### config.mk
export PLATFORM = sky130hd
export DESIGN_NAME = boundary_scan_tap_port
export DESIGN_NICKNAME = d
export VERILOG_FILES = /design/src/include/tap_pkg.sv /design/src/rtl/boundary_scan_tap_port.sv /design/src/rtl/tap_sync.sv
export SDC_FILE = /design/constraint.sdc
export NUM_CORES = 1
export LEC_CHECK = 0
export BUFFER_PORTS_ARGS = -buffer_cell sky130_fd_sc_hd__buf_2
export CORE_AREA = 4 4 99 147
export DETAILED_ROUTE_END_ITERATION = 8
export DIE_AREA = 0 0 103 151
export GPL_TIMING_DRIVEN = 0
export PLACE_DENSITY = 0.66
export SLEW_MARGIN = 30
export SYNTH_ARGS = -nofsm -noshare
export SYNTH_HDL_FRONTEND = slang
export SYNTH_HIERARCHICAL = 1
export SYNTH_SLANG_ARGS = --single-unit
### constraint.sdc
create_clock -name clk -period 3.4 [get_ports clk]
set_clock_uncertainty 0.15 [all_clocks]
set_input_delay 0.51 -clock clk [delete_from_list [all_inputs] [get_ports clk]]
set_output_delay 0.51 -clock clk [all_outputs]
set_load 0.05 [all_outputs]
### src/include/tap_pkg.sv
// What this block does
// - tdi/tms in, tdo out, clk clocks all, tck edges act as enables
// - decode standard, test and vendor instructions
// - two user registers, configuration and readback access
// - scan works regardless, overrides mode selection
// - user instructions only after configuration done
// - fixed 32-bit device identifier readable serially
// - 32-bit user identifier loaded, readable serially
// - per-pin pull-up, pull-down or none, pull-up default
// - instruction register is six bits
// - no test-reset pin, reset via tms
`default_nettype none
package tap_pkg;
  // -------------------------------------------------------------
  // register widths
  // -------------------------------------------------------------
  localparam int IR_LEN = 6;
  localparam int DR_LEN = 32;
  localparam int MODE_W = 3;
  localparam int SYNC_W = 6;
  // -------------------------------------------------------------
  // instruction opcodes
  // -------------------------------------------------------------
  localparam logic [5:0] OP_EXTEST = 6'h00;
  localparam logic [5:0] OP_SAMPLE = 6'h01;
  localparam logic [5:0] OP_FIRST_USER_SCAN_REGISTER = 6'h02;
  localparam logic [5:0] OP_SECOND_USER_SCAN_REGISTER = 6'h03;
  localparam logic [5:0] OP_CFG_OUT = 6'h04;
  localparam logic [5:0] OP_CFG_IN = 6'h05;
  localparam logic [5:0] OP_INTEST = 6'h07;
  localparam logic [5:0] OP_USERCODE = 6'h08;
  localparam logic [5:0] OP_IDCODE = 6'h09;
  localparam logic [5:0] OP_HIGHZ = 6'h0a;
  localparam logic [5:0] OP_BYPASS = 6'h3f;
  // fixed low bits of the captured instruction word
  localparam logic [1:0] IR_CAPTURE_LOW = 2'h1;
  // -------------------------------------------------------------
  // mode and pull encodings, reset values
  // -------------------------------------------------------------
  localparam logic [2:0] MODE_SCAN = 3'h5;
  localparam logic [1:0] PULL_UP = 2'h0;
  localparam logic [1:0] PULL_DOWN = 2'h1;
  localparam logic [31:0] USERCODE_RESET = 32'hffff_ffff;
  // -------------------------------------------------------------
  // controller states, standard codes
  // -------------------------------------------------------------
  typedef enum logic [3:0] {
    ST_EX2DR = 4'h0, ST_EX1DR = 4'h1, ST_SHDR = 4'h2, ST_PADR = 4'h3,
    ST_SELIR = 4'h4, ST_UPDR = 4'h5, ST_CAPDR = 4'h6, ST_SELDR = 4'h7,
    ST_EX2IR = 4'h8, ST_EX1IR = 4'h9, ST_SHIR = 4'ha, ST_PAIR = 4'hb,
    ST_RTI = 4'hc, ST_UPIR = 4'hd, ST_CAPIR = 4'he, ST_TLR = 4'hf
  } tap_state_type;
endpackage : tap_pkg
`default_nettype wire

### src/rtl/boundary_scan_tap_port.sv
`timescale 1ns/1ps
`default_nettype none
module boundary_scan_tap_port #(
  parameter int BSR_LEN = 16,
  parameter logic [31:0] DEVICE_ID = 32'h0000_0001 // arbitrary value, bit 0 set
) (
  input wire logic clk,
  input wire logic nrst,
  input wire logic tck,
  input wire logic tms,
  input wire logic tdi,
  output logic tdo,
  output logic tdo_oe,
  input wire logic [7:0] pull_cfg,
  output logic [3:0] pull_up,
  output logic [3:0] pull_down,
  input wire logic cfg_done,
  input wire logic usercode_load,
  input wire logic [31:0] user_identifier_option,
  input wire logic [2:0] mode_sel,
  output logic [2:0] mode_out,
  output logic bscan_active,
  input wire logic [BSR_LEN-1:0] pin_in,
  output logic [BSR_LEN-1:0] pin_out,
  output logic pin_drive,
  output logic pin_highz,
  output logic core_isolate,
  output logic [1:0] user_sel,
  output logic dr_capture,
  output logic dr_shift_en,
  output logic dr_update,
  output logic scan_tdi,
  input wire logic first_user_scan_register_tdo,
  input wire logic second_user_scan_register_tdo,
  output logic cfg_in_sel,
  output logic cfg_out_sel,
  input wire logic cfg_rdata
);
  // ---------------------------------------------------------------
  // pin synchronisers and tck edge detect
  // ---------------------------------------------------------------
  logic [5:0] sync_w; // {mode_sel, tdi, tms, tck} after two flops
  logic tck_s, tms_s, tdi_s;
  logic [2:0] mode_s;
  logic tck_d_reg; // previous synced tck
  logic tck_rise, tck_fall;

  tap_sync #(.WIDTH(tap_pkg::SYNC_W)) u_sync (
    .clk(clk),
    .nrst(nrst),
    .async_in({mode_sel, tdi, tms, tck}),
    .sync_out(sync_w)
  );
  assign tck_s = sync_w[0];
  assign tms_s = sync_w[1];
  assign tdi_s = sync_w[2];
  assign mode_s = sync_w[5:3];
  // tck is slow against clk, so its edges become one-cycle enables
  assign tck_rise = tck_s & ~tck_d_reg;
  assign tck_fall = ~tck_s & tck_d_reg;

  // ---------------------------------------------------------------
  // core state
  // ---------------------------------------------------------------
  tap_pkg::tap_state_type state_reg, state_next;
  logic [5:0] ir_shift_reg, ir_shift_next; // instruction shift stage
  logic [5:0] ir_reg, ir_next; // active instruction
  logic [31:0] dr_shift_reg, dr_shift_next; // id, usercode, bypass
  logic [BSR_LEN-1:0] bsr_shift_reg, bsr_shift_next;
  logic [31:0] usercode_reg, usercode_next;
  logic [2:0] tms_ones_reg, tms_ones_next; // helper for reset check

  // instruction decode
  logic sel_bsr, sel_id, sel_uc, sel_u1, sel_u2, sel_cin, sel_cout, sel_byp;
  logic dr_out; // serial bit of the selected data path

  always_comb begin
    // user paths fall back to bypass until configured
    sel_bsr = (ir_reg == tap_pkg::OP_EXTEST) || (ir_reg == tap_pkg::OP_INTEST)
              || (ir_reg == tap_pkg::OP_SAMPLE);
    sel_id = (ir_reg == tap_pkg::OP_IDCODE);
    sel_uc = (ir_reg == tap_pkg::OP_USERCODE);
    sel_u1 = (ir_reg == tap_pkg::OP_FIRST_USER_SCAN_REGISTER) && cfg_done;
    sel_u2 = (ir_reg == tap_pkg::OP_SECOND_USER_SCAN_REGISTER) && cfg_done;
    sel_cin = (ir_reg == tap_pkg::OP_CFG_IN);
    sel_cout = (ir_reg == tap_pkg::OP_CFG_OUT);
    // highz, bypass and unknown opcodes all use the single stage
    sel_byp = !(sel_bsr || sel_id || sel_uc || sel_u1 || sel_u2 || sel_cout);
  end

  // serial output mux
  always_comb begin
    if (sel_bsr) begin
      dr_out = bsr_shift_reg[0];
    end else if (sel_u1) begin
      dr_out = first_user_scan_register_tdo;
    end else if (sel_u2) begin
      dr_out = second_user_scan_register_tdo;
    end else if (sel_cout) begin
      dr_out = cfg_rdata;
    end else begin
      dr_out = dr_shift_reg[0];
    end
  end

  // controller and shift paths, advanced only on tck edges
  always_comb begin
    state_next = state_reg;
    ir_shift_next = ir_shift_reg;
    ir_next = ir_reg;
    dr_shift_next = dr_shift_reg;
    bsr_shift_next = bsr_shift_reg;
    usercode_next = usercode_reg;
    tms_ones_next = tms_ones_reg;
    if (usercode_load) begin
      usercode_next = user_identifier_option;
    end
    if (tck_rise) begin
      if (tms_s) begin
        tms_ones_next = (tms_ones_reg == 3'h5) ? 3'h5 : tms_ones_reg + 3'h1;
      end else begin
        tms_ones_next = 3'h0;
      end
      // sixteen states, tms sampled on rising tck
      case (state_reg)
        tap_pkg::ST_TLR: state_next = tms_s ? tap_pkg::ST_TLR : tap_pkg::ST_RTI;
        tap_pkg::ST_RTI: state_next = tms_s ? tap_pkg::ST_SELDR : tap_pkg::ST_RTI;
        tap_pkg::ST_SELDR: state_next = tms_s ? tap_pkg::ST_SELIR : tap_pkg::ST_CAPDR;
        tap_pkg::ST_CAPDR: state_next = tms_s ? tap_pkg::ST_EX1DR : tap_pkg::ST_SHDR;
        tap_pkg::ST_SHDR: state_next = tms_s ? tap_pkg::ST_EX1DR : tap_pkg::ST_SHDR;
        tap_pkg::ST_EX1DR: state_next = tms_s ? tap_pkg::ST_UPDR : tap_pkg::ST_PADR;
        tap_pkg::ST_PADR: state_next = tms_s ? tap_pkg::ST_EX2DR : tap_pkg::ST_PADR;
        tap_pkg::ST_EX2DR: state_next = tms_s ? tap_pkg::ST_UPDR : tap_pkg::ST_SHDR;
        tap_pkg::ST_UPDR: state_next = tms_s ? tap_pkg::ST_SELDR : tap_pkg::ST_RTI;
        tap_pkg::ST_SELIR: state_next = tms_s ? tap_pkg::ST_TLR : tap_pkg::ST_CAPIR;
        tap_pkg::ST_CAPIR: state_next = tms_s ? tap_pkg::ST_EX1IR : tap_pkg::ST_SHIR;
        tap_pkg::ST_SHIR: state_next = tms_s ? tap_pkg::ST_EX1IR : tap_pkg::ST_SHIR;
        tap_pkg::ST_EX1IR: state_next = tms_s ? tap_pkg::ST_UPIR : tap_pkg::ST_PAIR;
        tap_pkg::ST_PAIR: state_next = tms_s ? tap_pkg::ST_EX2IR : tap_pkg::ST_PAIR;
        tap_pkg::ST_EX2IR: state_next = tms_s ? tap_pkg::ST_UPIR : tap_pkg::ST_SHIR;
        tap_pkg::ST_UPIR: state_next = tms_s ? tap_pkg::ST_SELDR : tap_pkg::ST_RTI;
        default: state_next = tap_pkg::ST_TLR;
      endcase
      if (state_reg == tap_pkg::ST_CAPIR) begin
        ir_shift_next = {3'h0, cfg_done, tap_pkg::IR_CAPTURE_LOW};
      end else if (state_reg == tap_pkg::ST_SHIR) begin
        ir_shift_next = {tdi_s, ir_shift_reg[5:1]};
      end
      if (state_reg == tap_pkg::ST_CAPDR) begin
        if (sel_id) begin
          dr_shift_next = DEVICE_ID;
        end else if (sel_uc) begin
          dr_shift_next = usercode_reg;
        end else begin
          dr_shift_next = 32'h0000_0000;
        end
        if (sel_bsr) begin
          bsr_shift_next = pin_in;
        end
      end else if (state_reg == tap_pkg::ST_SHDR) begin
        if (sel_id || sel_uc) begin
          dr_shift_next = {tdi_s, dr_shift_reg[31:1]};
        end else begin
          dr_shift_next = {31'h0, tdi_s};
        end
        if (sel_bsr) begin
          bsr_shift_next = {tdi_s, bsr_shift_reg[BSR_LEN-1:1]};
        end
      end
      // only tms sequencing returns the logic to reset
      if (state_next == tap_pkg::ST_TLR) begin
        ir_next = tap_pkg::OP_IDCODE;
      end
    end
    // instruction takes effect on falling tck in update-ir
    if (tck_fall && state_reg == tap_pkg::ST_UPIR) begin
      ir_next = ir_shift_reg;
    end
  end

  // core registers
  always_ff @(posedge clk or negedge nrst) begin
    if (!nrst) begin
      state_reg <= tap_pkg::ST_TLR;
      ir_shift_reg <= 6'h00;
      ir_reg <= tap_pkg::OP_IDCODE;
      dr_shift_reg <= 32'h0000_0000;
      bsr_shift_reg <= '0;
      usercode_reg <= tap_pkg::USERCODE_RESET;
      tms_ones_reg <= 3'h0;
      tck_d_reg <= 1'b0;
    end else begin
      state_reg <= state_next;
      ir_shift_reg <= ir_shift_next;
      ir_reg <= ir_next;
      dr_shift_reg <= dr_shift_next;
      bsr_shift_reg <= bsr_shift_next;
      usercode_reg <= usercode_next;
      tms_ones_reg <= tms_ones_next;
      tck_d_reg <= tck_s;
    end
  end

  // ---------------------------------------------------------------
  // outputs: tdo, pins, strobes, pulls
  // ---------------------------------------------------------------
  logic tdo_next, tdo_oe_next;
  logic [BSR_LEN-1:0] pin_out_next;
  logic [3:0] pull_up_next, pull_down_next;
  logic cap_next, sh_next, upd_next;
  logic [1:0] pcode;

  always_comb begin
    tdo_next = tdo;
    tdo_oe_next = tdo_oe;
    pin_out_next = pin_out;
    cap_next = tck_rise && (state_reg == tap_pkg::ST_CAPDR);
    sh_next = tck_rise && (state_reg == tap_pkg::ST_SHDR);
    upd_next = tck_fall && (state_reg == tap_pkg::ST_UPDR);
    // tdo moves only on falling tck
    if (tck_fall) begin
      tdo_oe_next = (state_reg == tap_pkg::ST_SHIR) || (state_reg == tap_pkg::ST_SHDR);
      if (state_reg == tap_pkg::ST_SHIR) begin
        tdo_next = ir_shift_reg[0];
      end else if (state_reg == tap_pkg::ST_SHDR) begin
        tdo_next = dr_out;
      end
    end
    if (upd_next && sel_bsr) begin
      pin_out_next = bsr_shift_reg;
    end
    // code 0 is pull-up, the power-on default
    for (int i = 0; i < 4; i++) begin
      pcode = pull_cfg[2*i +: 2];
      pull_up_next[i] = (pcode == tap_pkg::PULL_UP);
      pull_down_next[i] = (pcode == tap_pkg::PULL_DOWN);
    end
  end

  // output registers
  always_ff @(posedge clk or negedge nrst) begin
    if (!nrst) begin
      tdo <= 1'b0;
      tdo_oe <= 1'b0;
      pin_out <= '0;
      pull_up <= 4'hf;
      pull_down <= 4'h0;
      dr_capture <= 1'b0;
      dr_shift_en <= 1'b0;
      dr_update <= 1'b0;
    end else begin
      tdo <= tdo_next;
      tdo_oe <= tdo_oe_next;
      pin_out <= pin_out_next;
      pull_up <= pull_up_next;
      pull_down <= pull_down_next;
      dr_capture <= cap_next;
      dr_shift_en <= sh_next;
      dr_update <= upd_next;
    end
  end

  // test instructions take the pins away from the selected mode
  assign pin_drive = (ir_reg == tap_pkg::OP_EXTEST);
  assign core_isolate = (ir_reg == tap_pkg::OP_INTEST);
  assign pin_highz = (ir_reg == tap_pkg::OP_HIGHZ);
  assign cfg_in_sel = sel_cin;
  assign cfg_out_sel = sel_cout;
  assign user_sel = {sel_u2, sel_u1};
  assign scan_tdi = tdi_s;
  assign bscan_active = pin_drive | core_isolate | pin_highz | sel_cin | sel_cout;
  assign mode_out = bscan_active ? tap_pkg::MODE_SCAN : mode_s;
endmodule : boundary_scan_tap_port
`default_nettype wire

### src/rtl/tap_sync.sv
`timescale 1ns/1ps
`default_nettype none
// ---------------------------------------------------------------
// two-flop synchroniser for pin inputs
// ---------------------------------------------------------------
module tap_sync #(
  parameter int WIDTH = 1
) (
  input wire logic clk,
  input wire logic nrst,
  input wire logic [WIDTH-1:0] async_in,
  output logic [WIDTH-1:0] sync_out
);
  logic [WIDTH-1:0] meta_reg; // first stage, read only by second
  logic [WIDTH-1:0] sync_reg;
  logic [WIDTH-1:0] meta_next;
  logic [WIDTH-1:0] sync_next;

  // next values: plain shift
  always_comb begin
    meta_next = async_in;
    sync_next = meta_reg;
  end

  // registers
  always_ff @(posedge clk or negedge nrst) begin
    if (!nrst) begin
      meta_reg <= '0;
      sync_reg <= '0;
    end else begin
      meta_reg <= meta_next;
      sync_reg <= sync_next;
    end
  end

  assign sync_out = sync_reg;
endmodule : tap_sync
`default_nettype wire

After elaboration in Yosys (flattened, before gate mapping)
Index checks and enable logic that the tools add are counted.
W data, S select, Z words.

storage, ports and cells
  input port bits = 69
  word-level logic and storage cells = 121
  output and inout port bits = 41
  bits in registers = 138

cells by class
  bitwise logic cells = 8
  reduce and logical (&&, ||, !) cells = 30
  eq/ne operators = 31
  mux-type cells = 35

operators with widths
  operator              number
  $mux W32              5
  $mux W16              4
  $pmux W4 S12          1
  $eq A4 B4 Y1 const B  9
  $mux W6               5
  $eq A6 B3 Y1 const B  3
  $eq A6 B4 Y1 const B  3
  $eq A4 B3 Y1 const B  4
  $mux W3               5
  $eq A6 B2 Y1 const B  2
  $mux W2               6
  $reduce_bool A2 Y1    5
  $eq A2 B1 Y1 const B  4
  $eq A4 B2 Y1 const B  2
  $logic_not A2 Y1      4
  $mux W4               2
  $reduce_and A2 Y1     4
  $logic_and A1 B1 Y1   7
  $mux W1               7
  $eq A6 B1 Y1 const B  1
  $logic_not A6 Y1      1
  $eq A4 B1 Y1 const B  1
  $logic_not A4 Y1      1
  $logic_or A1 B1 Y1    4
  other kinds (7)       14

Depth between registers and ports, before layout
  depth after elaboration = 8
  mapped depth = 8
  gate-level depth less buffers = 4

By module
The synthesis kept the hierarchy.

by module, submodules not included
  module                  sequential area each (sq um)  cells each  area each (sq um)  times used
  boundary_scan_tap_port  3205.6                        509         5549.1             1
  tap_sync                300.3                         12          300.3              1

Least setup slack after synthesis
No wires, ideal clock.

  path kind = flip-flop to output port
  from = reg ir_reg[3]
  to = out mode_out[1]
  setup slack = -0.076 ns
  arrival time = 2.816 ns
  buffers on the path = 0
  stages on the path, launching flop included = 5
  data required time = 2.740 ns
  cell sequence = dfstp_2 -> nand2b_1 -> a211o_1 -> a211oi_1 -> nor2b_1

between the ends
  longest elaborated chain between the ends = 6
  elaborated cells between the ends (all ways) = 10
  those cells by class = eq/ne: 4; mux: 1; bitwise: 4; reduce/logical: 1

ends and longest elaborated chain
  what                                              RTL line                                                      text
  from (decl)                                       boundary_scan_tap_port.sv:67                                  logic [5:0] ir_reg, ir_next;
  from (signal assigned)                            boundary_scan_tap_port.sv:186                                 ir_reg <= tap_pkg::OP_IDCODE;
  from (signal assigned)                            boundary_scan_tap_port.sv:195                                 ir_reg <= ir_next;
  $eq A6 B3 Y1 or $logic_not A6 Y1 (tied branches)  boundary_scan_tap_port.sv:265, boundary_scan_tap_port.sv:264
  $or A1 B1 Y1 (3 in series)                        boundary_scan_tap_port.sv:271                                 assign bscan_active = pin_drive | core_isolate | pin_highz | sel_cin | sel_cout;
  $or A1 B1 Y1 *                                    boundary_scan_tap_port.sv:271
  via bscan_active                                  boundary_scan_tap_port.sv:22                                  output logic bscan_active,
  $mux W3 *                                         boundary_scan_tap_port.sv:272                                 assign mode_out = bscan_active ? tap_pkg::MODE_SCAN : mode_s;
  to (decl)                                         boundary_scan_tap_port.sv:21                                  output logic [2:0] mode_out,

Mark *: on every way through the listed nets, which the timed path passes. The rest lies on a longest branch.

Worst setup path after layout
  from = reg ir_reg[0]
  to = out user_sel[1]

between the ends
  longest elaborated chain between the ends = 2

ends and longest elaborated chain
  what                 RTL line                      text
  $eq A6 B2 Y1         boundary_scan_tap_port.sv:84  sel_u2 = (ir_reg == tap_pkg::OP_SECOND_USER_SCAN_REGISTER) && cfg_done;
  $logic_and A1 B1 Y1  boundary_scan_tap_port.sv:84
  to (decl)            boundary_scan_tap_port.sv:28  output logic [1:0] user_sel,

No other way between the ends.

==> Flow_metrics.wiki <==
{| class="wikitable"
! Metric !! Value
|-
| Hold violation total from the final report || 0
|-
| DR top layer || met4
|-
| Total of fill cells in the finished design || 1224
|-
| First-pass GRT wire length || 21400 µm
|-
| Run status || finished clean
|-
| Synth area leader || dfrtp_1
|-
| Worst endpoint data arrival time || 2.23 ns
|-
| Number of synthesized flops with an enable pin || 0
|-
| Count of mapped cells out of synthesis || 521
|-
| Ys async rst share || 100%
|-
| Total routed wirelength || 12900 µm
|-
| Total inserted antenna cells || 0
|-
| Detailed route wirelength on metal2 || 6740 µm
|-
| Detailed router's first-iteration violation count || 162
|-
| Power density relative to cell area || 913 nW/µm²
|-
| Final-report max-slew violation count || 0
|-
| Reported leakage power || 0.00332 µW
|-
| Global-route usage over all layers || 17.5%
|-
| Most frequent standard cell in the layout excluding fill and tap cells || buf_2
|-
| Antenna violations before repair || 0
|-
| Die Area || 15600 µm²
|-
| Maximum operating frequency || 0.346 GHz
|-
| Area taken by multi-input logic gates || 2160 µm²
|-
| Clock network latency to the later pin of the worst-skew pair || 0.41 ns
|-
| Total global routing overflow || 0
|-
| Vert. Die Dim || 151 µm
|-
| Remaining antenna violation count || 0
|-
| Most area-consuming cells after synthesis || dfrtp_1, dfstp_2, mux2_2
|-
| Met3 routed WL || 565 µm
|-
| Setup TNS || 0 ns
|-
| Post-synthesis sequential element count || 138
|-
| Num CTS Buffers || 17
|-
| Required time at the worst-slack endpoint || 2.74 ns
|-
| Post-Syn Area per Cell || 11.2 µm²
|-
| Sort of element at the end of the critical path || output pin
|-
| Endpoints failing setup || 0
|-
| Buffer count from post-CTS setup fixing || 0
|-
| Core area || 13400 µm²
|-
| Fraction of post-synthesis cell area in the top cell type by area || 41.1%
|-
| Max cap viols || 0
|-
| Crit Path Category || reg -> out
|-
| Unrepaired setup endpoints after global routing || no
|-
| Via density || 5.31
|-
| Growth of design area from synthesis to finish || 24.4%
|-
| Remaining design rule violation count || 0
|-
| WHS || 0.0584 ns
|-
| Wire length the detailed router placed on met1 || 5390 µm
|-
| Number of placement rows || 52
|-
| CTS tree || done
|-
| Final critical delay including setup and external delays || 2.89 ns
|-
| Effective utilization at floorplan || 43.6%
|-
| Number of global-route vias before repair || 4381
|-
| Router iterations before antenna repair || 4
|-
| Post-synthesis sequential area ratio || 59.9%
|-
| Kind of launch point of the worst setup path || register
|-
| Largest driver fanout on the critical path || 10
|-
| CTS max path bufs || 2
|-
| Area of all placed cells without fillers || 7280 µm²
|-
| Post-Syn Nets || 590
|-
| Placed instance area || 6640 µm²
|-
| Most frequent cells in the layout || buf_2, dfrtp_1, nor2_1
|-
| Placed wire-length estimate after detailed placement || 9240 µm
|-
| Final RePlAce weighted congestion || 0.798
|-
| Most used flip-flop cell after synthesis || dfrtp_1
|-
| Nets@finish || 719
|-
| Detailed-route wire length per cell || 15.7 µm
|-
| Transition at the pin with the smallest max-transition slack || 0.604 ns
|-
| Final worst path period share || 85.1%
|-
| Number of sinks on the clock net || 138
|-
| CTS H-tree depth || 4
|-
| Vias after detailed routing || 4382
|-
| Clock root cell || clkbuf_16
|-
| Worst hold path class || in -> reg
|-
| Mapped Area || 5850 µm²
|-
| Ratio of cells with drive above 1 in the final layout || 37.6%
|-
| Synth Warn # || 6
|-
| Die Span X || 103 µm
|-
| Clock slew at the register clock pins of the worst setup and hold paths || 0.06 ns
|-
| Area of all sequential standard cells || 3510 µm²
|-
| Post-synth cell types || 50
|-
| Io pins || 110
|-
| Total of buffers placed on input and output ports || 108
|-
| Remaining max-slew budget at the tightest pin || 59.8%
|-
| Pin count of the biggest net entering global routing || 79
|-
| Maximum vdd drop || 0.381 mV
|}
## power breakdown
part / switching [µW] / internal, µW / leakage, µW
clock network: 713 / 1250 / 0.000311
logic: 1450 / 710 / 0.00143
registers: 333 / 2190 / 0.00158
## synthesized netlist by cell type, drive strengths merged (2+ instances only)
| cell | number |
|---|---|
| a211oi | 2 |
| buf | 19 |
| a221oi | 29 |
| clkbuf | 18 |
| a21o | 3 |
| o21ai | 17 |
| a31oi | 19 |
| o21a | 2 |
| nand2b | 6 |
| dfstp | 42 |
| nor3b | 3 |
| dfrtp | 96 |
| nor2 | 92 |
| nor4 | 4 |
| nor3 | 3 |
| inv | 3 |
| nand3 | 5 |
| o31ai | 2 |
| nand2 | 57 |
| nand3b | 3 |
| or2 | 4 |
| nand4bb | 2 |
| mux2 | 48 |
| nor2b | 9 |
| a21oi | 14 |
| or3 | 4 |
## stage by stage
step | power, µW | setup slack [ns] | util, % | std cells
after floorplan | 4130 | 0.424 | - | 521
after global placement | 4630 | -0.109 | 49.2 | 791
after detailed placement | 4720 | 0.902 | 49.5 | 792
after CTS | 6710 | 0.466 | 54.3 | 825
after global routing | 7030 | 0.317 | 54.3 | 825
final | 6650 | 0.507 | 54.3 | 825
## logic make-up after synthesis
kind of cell           after synthesis  synth area share [%]
muxes                               49                  9.41
buffers and inverters               40                  3.29
AOI/OAI and AO/OA                   96                  11.7
and+or+nand+nor                    198                  15.7
DFF                                138                  59.9
## area by class of cell
cell class,count,share of cell area (%)
Tap cell,162,2.78
Clock inverter,14,2.68
Buffer,37,2.49
Multi-Input combinational cell,343,29.6
Clock buffer,18,6.03
Timing Repair Buffer,110,8.08
Sequential cell,138,48.2
Inverter,3,0.155
## layer usage
metal	global-route usage [%]	up-vias
met5	0	-
met4	6.74	0
met3	3.46	15
met2	30.1	117
met1	21.5	2165
li1	-	2085
## critical path, cell delays in order (launching register included)
cell and delay, ns:
dfstp_2 0.51, clkbuf_1 0.27, clkbuf_1 0.44, nand2_1 0.13, nor2_1 0.13, buf_4 0.11
buf_2 0.24
## worst paths after layout
check                                         from                 end  slack, ns  cells past startpoint
worst max-delay path                     ir_reg[0]         user_sel[1]       0.51                      6
worst min-delay path                   mode_sel[1]  u_sync/meta_reg[4]       0.06                      1
worst max register to register        state_reg[1]    dr_shift_reg[24]       0.91                      7
worst min register to register  u_sync/meta_reg[1]  u_sync/sync_out[1]       0.20                      0
max in group asynchronous                     nrst    usercode_reg[26]       1.86                      3
min in group asynchronous                     nrst     ir_shift_reg[2]       0.48                      2
## timing repair
action	4_1_cts	5_1_grt
resized for setup	0	0
hold buffers	1	0
endpoints found under the hold margin	36	0
No activity file was read; power rests on OpenSTA's default activity.
